### src/hw/nbl_pkg.sv
// constants, enumerations and timing counts of the nand block-lock host controller
// assumes a 250 MHz core clock and a flash whose pins are synchronous to it
//
// What the datasheet requires
// RULE1: feature pin high enables block lock and power-on auto read.
// RULE2: every block comes up locked after power-up.
// RULE3: command 2Ah returns all blocks to the locked state.
// RULE4: a write-protect low pulse relocks all blocks, also at power-up.
// RULE5: lock-tight blocks go back to locked only by write-protect pulse.
// RULE6: unlock is 23h, start block address, 24h, end block address.
// RULE7: only one contiguous unlocked range exists at a time.
// RULE8: start block address must not be above end block address.
// RULE9: equal start and end addresses unlock exactly one block.
// RULE10: program and erase only succeed on unlocked blocks.
// RULE11: command 2Ch turns locked blocks into lock-tight blocks.
// RULE12: commands that touch lock-tight blocks are ignored.
// RULE13: program or erase on a protected block shows busy 1 to 10 ms.
// RULE14: 7Ah plus block address, then reads return that block's lock status.
// RULE15: never issue the lock status read while the flash is busy.
// RULE16: lock status mode persists until a new command is written.
// RULE17: status bit2 unlocked, bit1 locked, bit0 lock-tight.
// RULE18: with the feature pin low, protection is read with 70h.
// RULE19: feature pin high makes the flash read page zero at power-on.
// RULE20: ready/busy drops after program, erase or read start, rises when done.
// RULE21: flash disables everything below its supply detector threshold.
// RULE22: wait at least 10 us after power-up before any command.
// RULE23: hold write-protect low during power-up and power-down.
// RULE24: block address lives in row bits A14 to A24, page bits ignored.
// RULE25: one lock state per block, checked at each program or erase.
package nbl_pkg;

  // ----------------------------------------------------------------
  // command codes
  // ----------------------------------------------------------------
  localparam logic [7:0] CMD_LOCK = 8'h2a;
  localparam logic [7:0] CMD_LOCK_TIGHT = 8'h2c;
  localparam logic [7:0] CMD_UNLOCK_START = 8'h23;
  localparam logic [7:0] CMD_UNLOCK_END = 8'h24;
  localparam logic [7:0] CMD_LOCK_STATUS = 8'h7a;
  localparam logic [7:0] CMD_READ_STATUS = 8'h70;

  // ----------------------------------------------------------------
  // address layout: row cycle one carries A9..A16, cycle two A17..A24
  // ----------------------------------------------------------------
  localparam int BLK_W = 11;
  localparam int BLK_LO_POS = 5;
  localparam int BLK_LO_W = 3;

  // ----------------------------------------------------------------
  // lock status bits
  // ----------------------------------------------------------------
  localparam int STAT_UNLOCK_BIT = 2;
  localparam int STAT_LOCK_BIT = 1;
  localparam int STAT_TIGHT_BIT = 0;

  // ----------------------------------------------------------------
  // timing
  // ----------------------------------------------------------------
  localparam int CLK_PERIOD_PS = 4000;
  localparam int STROBE_NS = 25;
  localparam int STROBE_CYC = (STROBE_NS * 1000 + CLK_PERIOD_PS - 1) / CLK_PERIOD_PS;
  localparam int BUSY_SETTLE_NS = 100;
  localparam int BUSY_SETTLE_CYC = (BUSY_SETTLE_NS * 1000 + CLK_PERIOD_PS - 1) / CLK_PERIOD_PS;
  localparam int WP_PULSE_NS = 100;
  localparam int WP_PULSE_CYC = (WP_PULSE_NS * 1000 + CLK_PERIOD_PS - 1) / CLK_PERIOD_PS;
  localparam int PWRUP_US = 10;
  localparam int PWRUP_CYC = (PWRUP_US * 1000000 + CLK_PERIOD_PS - 1) / CLK_PERIOD_PS;
  localparam int CNT_W = 12;

  // ----------------------------------------------------------------
  // user operations and bus cycle kinds
  // ----------------------------------------------------------------
  typedef enum logic [2:0] {
    OP_LOCK = 3'b000,
    OP_LOCK_TIGHT = 3'b001,
    OP_UNLOCK = 3'b010,
    OP_STATUS = 3'b011,
    OP_WP_PULSE = 3'b100
  } nbl_op_e;

  typedef enum logic [1:0] {
    CYC_CMD = 2'b00,
    CYC_ADDR = 2'b01,
    CYC_READ = 2'b10
  } nbl_cyc_e;

endpackage

### src/hw/nbl_cyc_if.sv
// bus-cycle carrier between the operation sequencer and the pin cycle engine
// assumes one clock domain shared by both ends
`timescale 1ns/10ps
`default_nettype none

interface nbl_cyc_if;
  import nbl_pkg::*;
  logic req;
  nbl_cyc_e kind;
  logic [7:0] wdata;
  logic done;
  logic [7:0] rdata;
  logic cle;
  logic ale;
  logic we_n;
  logic re_n;
  logic io_oe;
  logic [7:0] io_out;

  modport master (output req, output kind, output wdata, input done, input rdata,
                  input cle, input ale, input we_n, input re_n, input io_oe, input io_out);
  modport engine (input req, input kind, input wdata, output done, output rdata,
                  output cle, output ale, output we_n, output re_n, output io_oe, output io_out);
endinterface

`default_nettype wire

### src/hw/nbl_cyc_engine.sv
// pin cycle engine: one command, address or read cycle per request
// assumes the master holds req steady until done
`timescale 1ns/10ps
`default_nettype none

module nbl_cyc_engine
  import nbl_pkg::*;
(
  input wire logic clk,
  input wire logic rst,
  input wire logic [7:0] io_in,
  nbl_cyc_if.engine cyc
);

  typedef enum logic [1:0] {
    E_IDLE = 2'b00,
    E_LOW = 2'b01,
    E_HIGH = 2'b10
  } nbl_est_e;

  typedef struct packed {
    nbl_est_e st;
    logic [3:0] cnt;
    logic done;
    logic [7:0] rdata;
    logic cle;
    logic ale;
    logic we_n;
    logic re_n;
    logic oe;
    logic [7:0] dout;
  } nbl_eng_s;

  nbl_eng_s s_q, s_d;

  always_comb begin
    s_d = s_q;
    s_d.done = 1'b0;
    case (s_q.st)
      E_IDLE: begin
        // the done cycle still shows the old step, so a new cycle waits one clock
        if (cyc.req && !s_q.done) begin
          s_d.st = E_LOW;
          s_d.cnt = 4'(STROBE_CYC - 1);
          s_d.cle = (cyc.kind == CYC_CMD);
          s_d.ale = (cyc.kind == CYC_ADDR);
          s_d.oe = (cyc.kind != CYC_READ);
          s_d.dout = cyc.wdata;
          s_d.we_n = (cyc.kind == CYC_READ);
          s_d.re_n = (cyc.kind != CYC_READ);
        end
      end
      E_LOW: begin
        if (s_q.cnt == 4'h0) begin
          // data is sampled at the end of the low phase, just before re rises
          if (!s_q.re_n) begin
            s_d.rdata = io_in;
          end
          s_d.we_n = 1'b1;
          s_d.re_n = 1'b1;
          s_d.st = E_HIGH;
          s_d.cnt = 4'(STROBE_CYC - 1);
        end else begin
          s_d.cnt = s_q.cnt - 4'h1;
        end
      end
      E_HIGH: begin
        if (s_q.cnt == 4'h0) begin
          s_d.st = E_IDLE;
          s_d.done = 1'b1;
          s_d.cle = 1'b0;
          s_d.ale = 1'b0;
          s_d.oe = 1'b0;
        end else begin
          s_d.cnt = s_q.cnt - 4'h1;
        end
      end
      default: s_d.st = E_IDLE;
    endcase
  end

  always_ff @(posedge clk) begin
    if (rst) begin
      s_q <= '{st: E_IDLE, cnt: 4'h0, done: 1'b0, rdata: 8'h00, cle: 1'b0, ale: 1'b0,
               we_n: 1'b1, re_n: 1'b1, oe: 1'b0, dout: 8'h00};
    end else begin
      s_q <= s_d;
    end
  end

  assign cyc.done = s_q.done;
  assign cyc.rdata = s_q.rdata;
  assign cyc.cle = s_q.cle;
  assign cyc.ale = s_q.ale;
  assign cyc.we_n = s_q.we_n;
  assign cyc.re_n = s_q.re_n;
  assign cyc.io_oe = s_q.oe;
  assign cyc.io_out = s_q.dout;
endmodule // nbl_cyc_engine

`default_nettype wire

### src/hw/nbl_host.sv
// host controller for the flash block-lock feature: lock, lock-tight,
// range unlock, lock status read and write-protect pulse
// assumes ready/busy is pulled up outside and arrives synchronous to CORE_CLK
`timescale 1ns/10ps
`default_nettype none

module nbl_host
  import nbl_pkg::*;
(
  input wire logic CORE_CLK,
  input wire logic SYS_RST,
  input wire logic FEATURE_EN,
  input wire logic REQ_VALID,
  input wire logic [2:0] REQ_OP,
  input wire logic [BLK_W-1:0] REQ_START_BLK,
  input wire logic [BLK_W-1:0] REQ_END_BLK,
  output logic REQ_READY,
  output logic REQ_ERR,
  output logic RESP_VALID,
  output logic [7:0] RESP_STATUS,
  output logic LOCK_FEATURE_ENABLE_PIN,
  output logic CE_N,
  output logic CLE,
  output logic ALE,
  output logic WE_N,
  output logic READ_STROBE_N,
  output logic WP_N,
  input wire logic READY_BUSY_N,
  input wire logic [7:0] IO_IN,
  output logic [7:0] IO_OUT,
  output logic IO_OE
);

  // ----------------------------------------------------------------
  // state
  // ----------------------------------------------------------------
  typedef enum logic [2:0] {
    S_PWRUP = 3'b000,
    S_IDLE = 3'b001,
    S_WAITRDY = 3'b010,
    S_SEND = 3'b011,
    S_SETTLE = 3'b100,
    S_WPLOW = 3'b101
  } nbl_st_e;

  typedef struct packed {
    nbl_st_e st;
    logic [CNT_W-1:0] cnt;
    logic [2:0] step;
    nbl_op_e op;
    logic feat;
    logic [BLK_W-1:0] start_blk;
    logic [BLK_W-1:0] end_blk;
    logic [7:0] status;
    logic resp_valid;
    logic err;
    logic wp_n;
    logic ce_n;
  } nbl_host_s;

  nbl_host_s s_q, s_d;
  nbl_cyc_if cyc ();

  nbl_cyc_engine u_engine (
    .clk(CORE_CLK),
    .rst(SYS_RST),
    .io_in(IO_IN),
    .cyc(cyc)
  );

  // ----------------------------------------------------------------
  // step decode: cycle kind, data and last flag for each operation step
  // ----------------------------------------------------------------
  nbl_cyc_e stp_kind;
  logic [7:0] stp_data;
  logic stp_last;
  logic [BLK_W-1:0] stp_blk;

  always_comb begin
    stp_kind = CYC_CMD;
    stp_data = 8'h00;
    stp_last = 1'b0;
    stp_blk = (s_q.step >= 3'h3) ? s_q.end_blk : s_q.start_blk;
    case (s_q.op)
      OP_LOCK: begin
        stp_data = CMD_LOCK; // RULE3
        stp_last = 1'b1;
      end
      OP_LOCK_TIGHT: begin
        stp_data = CMD_LOCK_TIGHT;
        stp_last = 1'b1;
      end
      OP_UNLOCK: begin
        case (s_q.step)
          3'h0: stp_data = CMD_UNLOCK_START; // RULE6
          3'h3: stp_data = CMD_UNLOCK_END; // RULE6
          default: stp_kind = CYC_ADDR;
        endcase
        stp_last = (s_q.step == 3'h5);
      end
      default: begin
        // feature pin low: plain status read carries no address
        if (s_q.step == 3'h0) begin
          stp_data = s_q.feat ? CMD_LOCK_STATUS : CMD_READ_STATUS; // RULE14 RULE18
        end else if (s_q.feat && s_q.step != 3'h3) begin
          stp_kind = CYC_ADDR;
        end else begin
          stp_kind = CYC_READ;
          stp_last = 1'b1;
        end
      end
    endcase
    // page bits A9..A13 stay zero, block bits fill A14..A24
    if (stp_kind == CYC_ADDR) begin
      if (s_q.step == 3'h1 || s_q.step == 3'h4) begin
        stp_data = {stp_blk[BLK_LO_W-1:0], 5'h00}; // RULE24
      end else begin
        stp_data = stp_blk[BLK_W-1:BLK_LO_W]; // RULE24
      end
    end
  end

  // ----------------------------------------------------------------
  // operation sequencer
  // ----------------------------------------------------------------
  logic accept;
  logic range_bad;

  assign range_bad = (REQ_OP == OP_UNLOCK) && (REQ_START_BLK > REQ_END_BLK);
  assign accept = REQ_VALID && REQ_READY;

  always_comb begin
    s_d = s_q;
    s_d.resp_valid = 1'b0;
    s_d.err = 1'b0;
    case (s_q.st)
      S_PWRUP: begin
        // write-protect held low while the flash supply settles
        s_d.wp_n = 1'b0; // RULE23
        if (s_q.cnt == CNT_W'(PWRUP_CYC - 1)) begin
          s_d.st = S_IDLE; // RULE22
          s_d.wp_n = 1'b1;
        end else begin
          s_d.cnt = s_q.cnt + 1'b1;
        end
      end
      S_IDLE: begin
        if (accept) begin
          s_d.op = nbl_op_e'(REQ_OP);
          s_d.feat = FEATURE_EN;
          s_d.start_blk = REQ_START_BLK;
          s_d.end_blk = REQ_END_BLK;
          s_d.step = 3'h0;
          s_d.cnt = '0;
          if (range_bad) begin
            s_d.err = 1'b1; // RULE8
          end else if (REQ_OP == OP_WP_PULSE) begin
            s_d.wp_n = 1'b0;
            s_d.st = S_WPLOW;
          end else if (REQ_OP == OP_STATUS) begin
            s_d.st = S_WAITRDY;
          end else begin
            s_d.ce_n = 1'b0;
            s_d.st = S_SEND;
          end
        end
      end
      S_WAITRDY: begin
        if (READY_BUSY_N) begin
          s_d.ce_n = 1'b0; // RULE15
          s_d.st = S_SEND;
        end
      end
      S_SEND: begin
        if (cyc.done) begin
          s_d.step = s_q.step + 3'h1;
          if (stp_last) begin
            s_d.cnt = '0;
            if (stp_kind == CYC_READ) begin
              s_d.status = cyc.rdata;
              s_d.resp_valid = 1'b1;
              s_d.ce_n = 1'b1;
              s_d.st = S_IDLE;
            end else begin
              s_d.st = S_SETTLE;
            end
          end
        end
      end
      S_SETTLE: begin
        // ready/busy may take a while to drop after the last strobe
        if (s_q.cnt < CNT_W'(BUSY_SETTLE_CYC)) begin
          s_d.cnt = s_q.cnt + 1'b1;
        end else if (READY_BUSY_N) begin
          s_d.ce_n = 1'b1; // RULE20
          s_d.st = S_IDLE;
        end
      end
      S_WPLOW: begin
        if (s_q.cnt == CNT_W'(WP_PULSE_CYC - 1)) begin
          s_d.wp_n = 1'b1; // RULE4 RULE5
          s_d.st = S_IDLE;
        end else begin
          s_d.cnt = s_q.cnt + 1'b1;
        end
      end
      default: s_d.st = S_IDLE;
    endcase
  end

  always_ff @(posedge CORE_CLK) begin
    if (SYS_RST) begin
      s_q <= '{st: S_PWRUP, cnt: '0, step: 3'h0, op: OP_LOCK, feat: 1'b0, start_blk: '0,
               end_blk: '0, status: 8'h00, resp_valid: 1'b0, err: 1'b0, wp_n: 1'b0, ce_n: 1'b1};
    end else begin
      s_q <= s_d;
    end
  end

  // ----------------------------------------------------------------
  // outputs
  // ----------------------------------------------------------------
  assign cyc.req = (s_q.st == S_SEND);
  assign cyc.kind = stp_kind;
  assign cyc.wdata = stp_data;

  assign REQ_READY = (s_q.st == S_IDLE);
  assign REQ_ERR = s_q.err;
  assign RESP_VALID = s_q.resp_valid;
  assign RESP_STATUS = s_q.status;
  assign LOCK_FEATURE_ENABLE_PIN = FEATURE_EN; // RULE1
  assign CE_N = s_q.ce_n;
  assign CLE = cyc.cle;
  assign ALE = cyc.ale;
  assign WE_N = cyc.we_n;
  assign READ_STROBE_N = cyc.re_n;
  assign WP_N = s_q.wp_n;
  assign IO_OUT = cyc.io_out;
  assign IO_OE = cyc.io_oe;
endmodule // nbl_host

`default_nettype wire

### config.mk
export PLATFORM = sky130hd
export DESIGN_NAME = nbl_host
export DESIGN_NICKNAME = d
export VERILOG_FILES = /design/src/hw/nbl_pkg.sv /design/src/hw/nbl_cyc_if.sv /design/src/hw/nbl_cyc_engine.sv /design/src/hw/nbl_host.sv
export SDC_FILE = /design/constraint.sdc
export NUM_CORES = 1
export LEC_CHECK = 0
export BUFFER_PORTS_ARGS = -buffer_cell sky130_fd_sc_hd__buf_2
export CELL_PAD_IN_SITES_DETAIL_PLACEMENT = 1
export CELL_PAD_IN_SITES_GLOBAL_PLACEMENT = 1
export CORE_AREA = 2 2 106 108
export CTS_BUF_LIST = sky130_fd_sc_hd__clkbuf_4
export CTS_CLUSTER_DIAMETER = 40
export DETAILED_ROUTE_END_ITERATION = 6
export DIE_AREA = 0 0 108 110
export PLACE_DENSITY_LB_ADDON = 0.1
export SYNTH_ARGS = -nofsm -noshare
export SYNTH_HDL_FRONTEND = slang
export SYNTH_HIERARCHICAL = 1
export SYNTH_SLANG_ARGS = --single-unit
### constraint.sdc
create_clock -name CORE_CLK -period 3.33 [get_ports CORE_CLK]
set_input_delay 0.333 -clock CORE_CLK [delete_from_list [all_inputs] [get_ports CORE_CLK]]
set_output_delay 0.333 -clock CORE_CLK [all_outputs]
set_load 0.02 [all_outputs]
==> metrics.yaml, run 1 <==
postCtsSetupBuffers: 0
fin_skew_ns: 0.01343
synth_nets: 646
drtAntennaViolNets: 0
drtIter0Drc: 130
timing.rr.start: "s_q[53]$_SDFFE_PP0P_"
avgRoutedWirePerCell_um: 15.98
tns_ns: 0
fillCellCount: 1346
max_clock_freq_mhz: 340.8
grt-ovfl-total: 0
yosys_warnings: 6
cts_hold_buf: 0
synth-edff-count: 0
cp_slowest_cell: "nor2b_1"
synth_flop_cell: "dfxtp_1"
nets: 673
initial_core_util_pct: 44.54
power.density_nw_per_um2: 409.5
remaining_drc_errors: 0
clkLatencyLatePin_ns: 0.45
met2_usage_pct: 36.48
antenna_cells: 0
ys_seq_area_share_pct: 35.29
post-route-period-util_pct: 88.11
worstPathMaxFanout: 15
worstSetupStartpointType: "register"
yosysUniqueCellTypes: 78
grtUsageMet3_pct: 3.821
synth_area_per_cell_um2: 8.159
crit_chain: "nor2b_1 > and3_2 > nand3_1 > a21oi_1 > o21ai_0 > a32o_1"
worst_path_largest_cell_delay_ns: 0.72
ir_drop_uv: 274.9
whs_path_depth: 3
gp_congestion: 0.8045
hold_start: "IO_IN[2]"
core-area_um2: 10700
grt_max_degree: 31
io_buffer_count: 64
crit_path_end_kind: "register"
rr_worst_depth: 6
drt-total-wl_um: 12060
ff2ff_setup_slack_ns: 0.40
cts_resized: 0
slew_viol_final: 0
clockBufferDepth: 2
dp_slack_ns: 0.4321
dieArea_um2: 11880
cts-root-buf: "clkbuf_4"
synthCells: 584
synthArstFlopShare_pct: 0
cts_tree: "done"
crit_arrival_ns: 3.29
vias_per_cell: 5.550
post-dp-hpwl_um: 9147
antenna_found_initial: 0
grt_pass1_wl_um: 19800
r2r-end: "s_q[45]$_SDFFE_PP0P_"
tightestPinTransition_ns: 0.8145
vias: 4190
cts_sinks: 84
die_h_um: 110
dr.pass1.iters: 4
setup_viol: 0
use_met1_pct: 27.41
clk_pin_slew_worst_paths_ns: 0.13
syn_to_final_growth_pct: 6.092
cts_buffers: 9
synth_area_um2: 4765
hold_path_end: "u_engine/cyc.rdata[2]$_SDFFE_PP0P_"
cap_viol_max_count: 0
ios: 65
slew_headroom_pct: 45.59
grt_usage_pct: 21.07
layout_commonest_cell: "nand2_1"
fp-row-count: 38
required_ns: 3.68
ctsHtreeMaxLevel: 3
drive_above_1_share_pct: 17.72
grt_pass1_vias: 4132
crit_type: "reg -> reg"
final_cell_mix: "94 x nand2_1, 84 x dfxtp_1, 66 x a21oi_1"
rsz0062_at_grt: "no"
layout_setup_ws_ns: 0.3958
period_needed_ns: 2.934
busiest_layer: "met2"
final_hold_viol_count: 0
status: "complete, no violations"
min_path_type: "in -> reg"
power_leakage_nw: 1.958
synth_seq_cells: 84
die_width_um: 108
## critical path: cells and delay by family, from the launching register on
family	cells	cell delay, ns
simple gates	3	1.21
compound gates	3	1.03
flops	1	0.61
## Yosys cell counts (3+ instances only)
master     n  area share (%)
or3_1      4            0.53
buf_2      8            0.84
nand3b_1   3            0.47
a311oi_1   5            0.92
o211ai_1   4            0.63
nand4_1    3            0.39
nor2b_1    5            0.66
a31oi_1    7            0.92
nand2b_1   5            0.66
buf_4     26             4.1
clkbuf_1  12            0.95
a32o_1     3            0.63
nand2_1   94             7.4
inv_1     30             2.4
nor3b_1    8             1.3
nor3_1     7            0.74
o21ai_1    9            0.95
a21oi_1   66             6.9
buf_1      3            0.24
ha_1      24             6.3
a22o_1     3            0.55
o21a_1     3            0.47
nor2_1    37             2.9
o21ai_0   15             1.6
nor4_1     3            0.39
and2_1     3            0.39
dfxtp_1   84              35
o31ai_1    5            0.79
a211o_1    4            0.74
nand3_1   23             2.4
mux2i_1   18             3.8
## per-layer routing
layer / part of all wire, % / vias up
met5: 0 / -
li1: - / 2083
met4: 0.87 / 0
met1: 47 / 2035
met3: 4.0 / 8
met2: 48 / 64
## power breakdown
part / leakage [nW] / total, mW / internal (mW) / switching, mW
combinational: 1.23 / 0.501 / 0.201 / 0.301
sequential: 0.678 / 1.06 / 1.03 / 0.0281
clock: 0.0527 / 0.509 / 0.142 / 0.368
total: 1.96 / 2.07 / 1.37 / 0.696
## registers in the layout (all words and copies together), names as in the netlist, 6 cells and up
name	cells
s_q	44
RESP_STATUS	8
u_engine/cyc.io_out	8
u_engine/cyc.rdata	8
u_engine/s_q	6
## cell families (layout without fill, tap and decap cells)
group,Yosys count,count (layout),synth area share [%]
adders and majority gates,24,24,6.303
buffers and inverters,85,116,9.874
muxes,22,22,5.278
AOI/OAI and AO/OA,149,149,20.01
DFF,84,84,35.29
and+or+nand+nor,220,220,23.24
## through the flow
stage / instance area [um2] / instances / hold WS [ns] / total power [mW] / utilization, %
floorplan: 4765 / 584 / 0.4308 / 1.468 / -
global placement: 4955 / 740 / 0.4343 / 1.560 / 46.32
detailed placement: 4955 / 740 / 0.4440 / 1.584 / 46.32
CTS: 5055 / 755 / 0.08246 / 2.090 / 47.25
global route: 5055 / 755 / 0.07277 / 2.194 / 47.25
finish: 5055 / 755 / 0.09918 / 2.070 / 47.25
## area by class of cell
cell class	instances	area [um2]	share of cell area [%]
clock inverters	6	32.53	0.6436
multi-input cells	415	2613	51.68
flip-flops and latches	84	1682	33.27
clock buffers	9	67.56	1.337
repair buffers	71	372.9	7.376
well taps	140	175.2	3.465
inverters	30	112.6	2.228
## worst max-delay path by stage
stage / from / endpoint / slack [ns] / depth (start not counted)
6_report: s_q[53]$_SDFFE_PP0P_ / s_q[45]$_SDFFE_PP0P_ / 0.40 / 6
5_1_grt: s_q[53]$_SDFFE_PP0P_ / s_q[43]$_SDFFE_PP0P_ / 0.20 / 6
4_1_cts: s_q[53]$_SDFFE_PP0P_ / s_q[45]$_SDFFE_PP0P_ / 0.43 / 6
3_5_place_dp: s_q[53]$_SDFFE_PP0P_ / s_q[45]$_SDFFE_PP0P_ / 0.43 / 6
3_3_place_gp: s_q[53]$_SDFFE_PP0P_ / s_q[45]$_SDFFE_PP0P_ / 0.50 / 6
2_1_floorplan: s_q[38]$_SDFFE_PP0P_ / u_engine/cyc.io_out[5]$_SDFFE_PP0P_ / 0.91 / 8
Power figures use the tool's default switching activity.
==> inputs of run 2 (changes only) <==
- CORE_AREA: 2 2 106 108 -> 2 2 103 105
- DIE_AREA: 0 0 108 110 -> 0 0 105 107
- clock period: 3.33 -> 3.4 ns (I/O delays scaled with it)
==> run 2 against run 1 <==
Critical path depth up 2; largest power group unchanged; sequential power about the same; total power up 5.9%; highest routed layer unchanged; combinational power down 3%; wire length down 0.80%; worst hold slack better by 0.032 ns; non-clock buffer count unchanged; sequential cell count unchanged; first-iteration DRC count down 3.1%; via count up 0.38%; sequential share of layout area down 0.37 points; clock power up 32%.
==> metrics.yaml, run 2 (synthesized netlist as in run 1, its figures left out) <==
ir_drop_uv: 291.4
seq_power_share_pct: 47.3
final_cell_mix: "94 x nand2_1, 84 x dfxtp_1, 66 x a21oi_1"
die_h_um: 107
layout_commonest_cell: "nand2_1"
power_leakage_nw: 1.986
power_switching_uw: 681.1
grt-ovfl-total: 0
p_int_mw: 1.512
avgRoutedWirePerCell_um: 15.91
ctsHtreeMaxLevel: 3
cts_sinks: 84
ios: 65
period_needed_ns: 2.545
p_clk_share_pct: 30.6
grtUsageMet3_pct: 3.769
antenna_cells: 0
grt_pass1_wl_um: 20240
met2_usage_pct: 36.92
grt_max_degree: 35
setup_viol: 0
worstPathMaxFanout: 9
top_register: "s_q"
required_ns: 3.75
initial_core_util_pct: 47.21
drtIter0Drc: 126
cts-root-buf: "clkbuf_4"
slew_headroom_pct: 54.26
power.density_nw_per_um2: 429.0
clk_pin_slew_worst_paths_ns: 0.15
dieArea_um2: 11240
min_path_type: "in -> reg"
clkLatencyLatePin_ns: 0.45
drtAntennaViolNets: 0
cts_buffers: 9
worstSetupStartpointType: "register"
dr.pass1.iters: 4
vias: 4206
largest_register_ffs: 44
dp_slack_ns: 0.9349
crit_type: "reg -> reg"
drt-total-wl_um: 11970
holdWs_ns: 0.1311
tns_ns: 0
antenna_found_initial: 0
combPwrFrac_pct: 22.0
instances_no_fill: 752
crit_arrival_ns: 2.90
use_met1_pct: 29.48
die_width_um: 105
remaining_drc_errors: 0
final_hold_viol_count: 0
post-route-period-util_pct: 74.87
nets: 673
vias_per_cell: 5.593
tightestPinTransition_ns: 0.6845
grt_usage_pct: 22.13
busiest_layer: "met2"
dpl.cell_count: 736
drive_above_1_share_pct: 18.02
status: "complete, no violations"
slew_viol_final: 0
swShare_pct: 31.06
fin_skew_ns: 0.02314
rsz0062_at_grt: "no"
cap_viol_max_count: 0
cts_hold_buf: 0
crit_path_end_kind: "register"
clockBufferDepth: 2
post-dp-hpwl_um: 9088
postCtsSetupBuffers: 0
max_clock_freq_mhz: 392.9
syn_to_final_growth_pct: 7.300
fp-row-count: 37
gp_congestion: 0.8175
layout_setup_ws_ns: 0.8545
cts_resized: 0
grt_pass1_vias: 4225
core-area_um2: 10090
io_buffer_count: 64
cts_tree: "done"
==> run 2: final timing paths <==
| kind | from | slack, ns | end | cells after the start |
|---|---|---|---|---|
| min | IO_IN[7] | 0.13 | u_engine/cyc.rdata[7]$_SDFFE_PP0P_ | 3 |
| max reg2reg | s_q[38]$_SDFFE_PP0P_ | 0.85 | s_q[45]$_SDFFE_PP0P_ | 8 |
| min reg2reg | u_engine/cyc.io_out[0]$_SDFFE_PP0P_ | 0.46 | u_engine/cyc.io_out[0]$_SDFFE_PP0P_ | 2 |
| max | s_q[38]$_SDFFE_PP0P_ | 0.85 | s_q[45]$_SDFFE_PP0P_ | 8 |
==> run 2: through the flow <==
stage / instance area [um2] / utilization (%) / power (mW)
final: 5112 / 50.66 / 2.193
after floorplan: 4765 / - / 1.437
after detailed placement: 4950 / 49.05 / 1.539
after CTS: 5112 / 50.66 / 2.211
after global routing: 5112 / 50.66 / 2.312
after global placement: 4950 / 49.05 / 1.523
==> run 2: final cells by class <==
cell class	count	area [um2]
Timing Repair Buffer	71	372.9
Clock inverter	6	87.58
Tap cell	136	170.2
Inverter	30	112.6
Fill cell	1302	4980
Multi-Input combinational cell	415	2613
Clock buffer	10	75.07
Sequential cell	84	1682
==> run 2: routing by layer <==
layer,up-vias,share of wire (%)
li1,2081,-
met1,2038,49
met2,76,46
met3,11,3.4
met4,0,1.3
met5,-,0
==> run 2: critical path, stage by stage, from the launching register on <==
cell and delay (ns):
dfxtp_1 0.46, inv_1 0.07, ha_1 0.21, nor2b_1 0.22
o21ai_1 0.23, nand3_1 0.19, a21oi_1 0.58, o21ai_0 0.19
a32o_1 0.29
==> run 2: power groups by stage <==
| stage | Clock, mW | Combinational, mW | Sequential (mW) |
|---|---|---|---|
| finish | 0.672 | 0.484 | 1.04 |
| global route | 0.728 | 0.542 | 1.04 |
| CTS | 0.688 | 0.485 | 1.04 |
| detailed placement | 0 | 0.479 | 1.06 |
| global placement | 0 | 0.466 | 1.06 |
| floorplan | 0 | 0.386 | 1.05 |
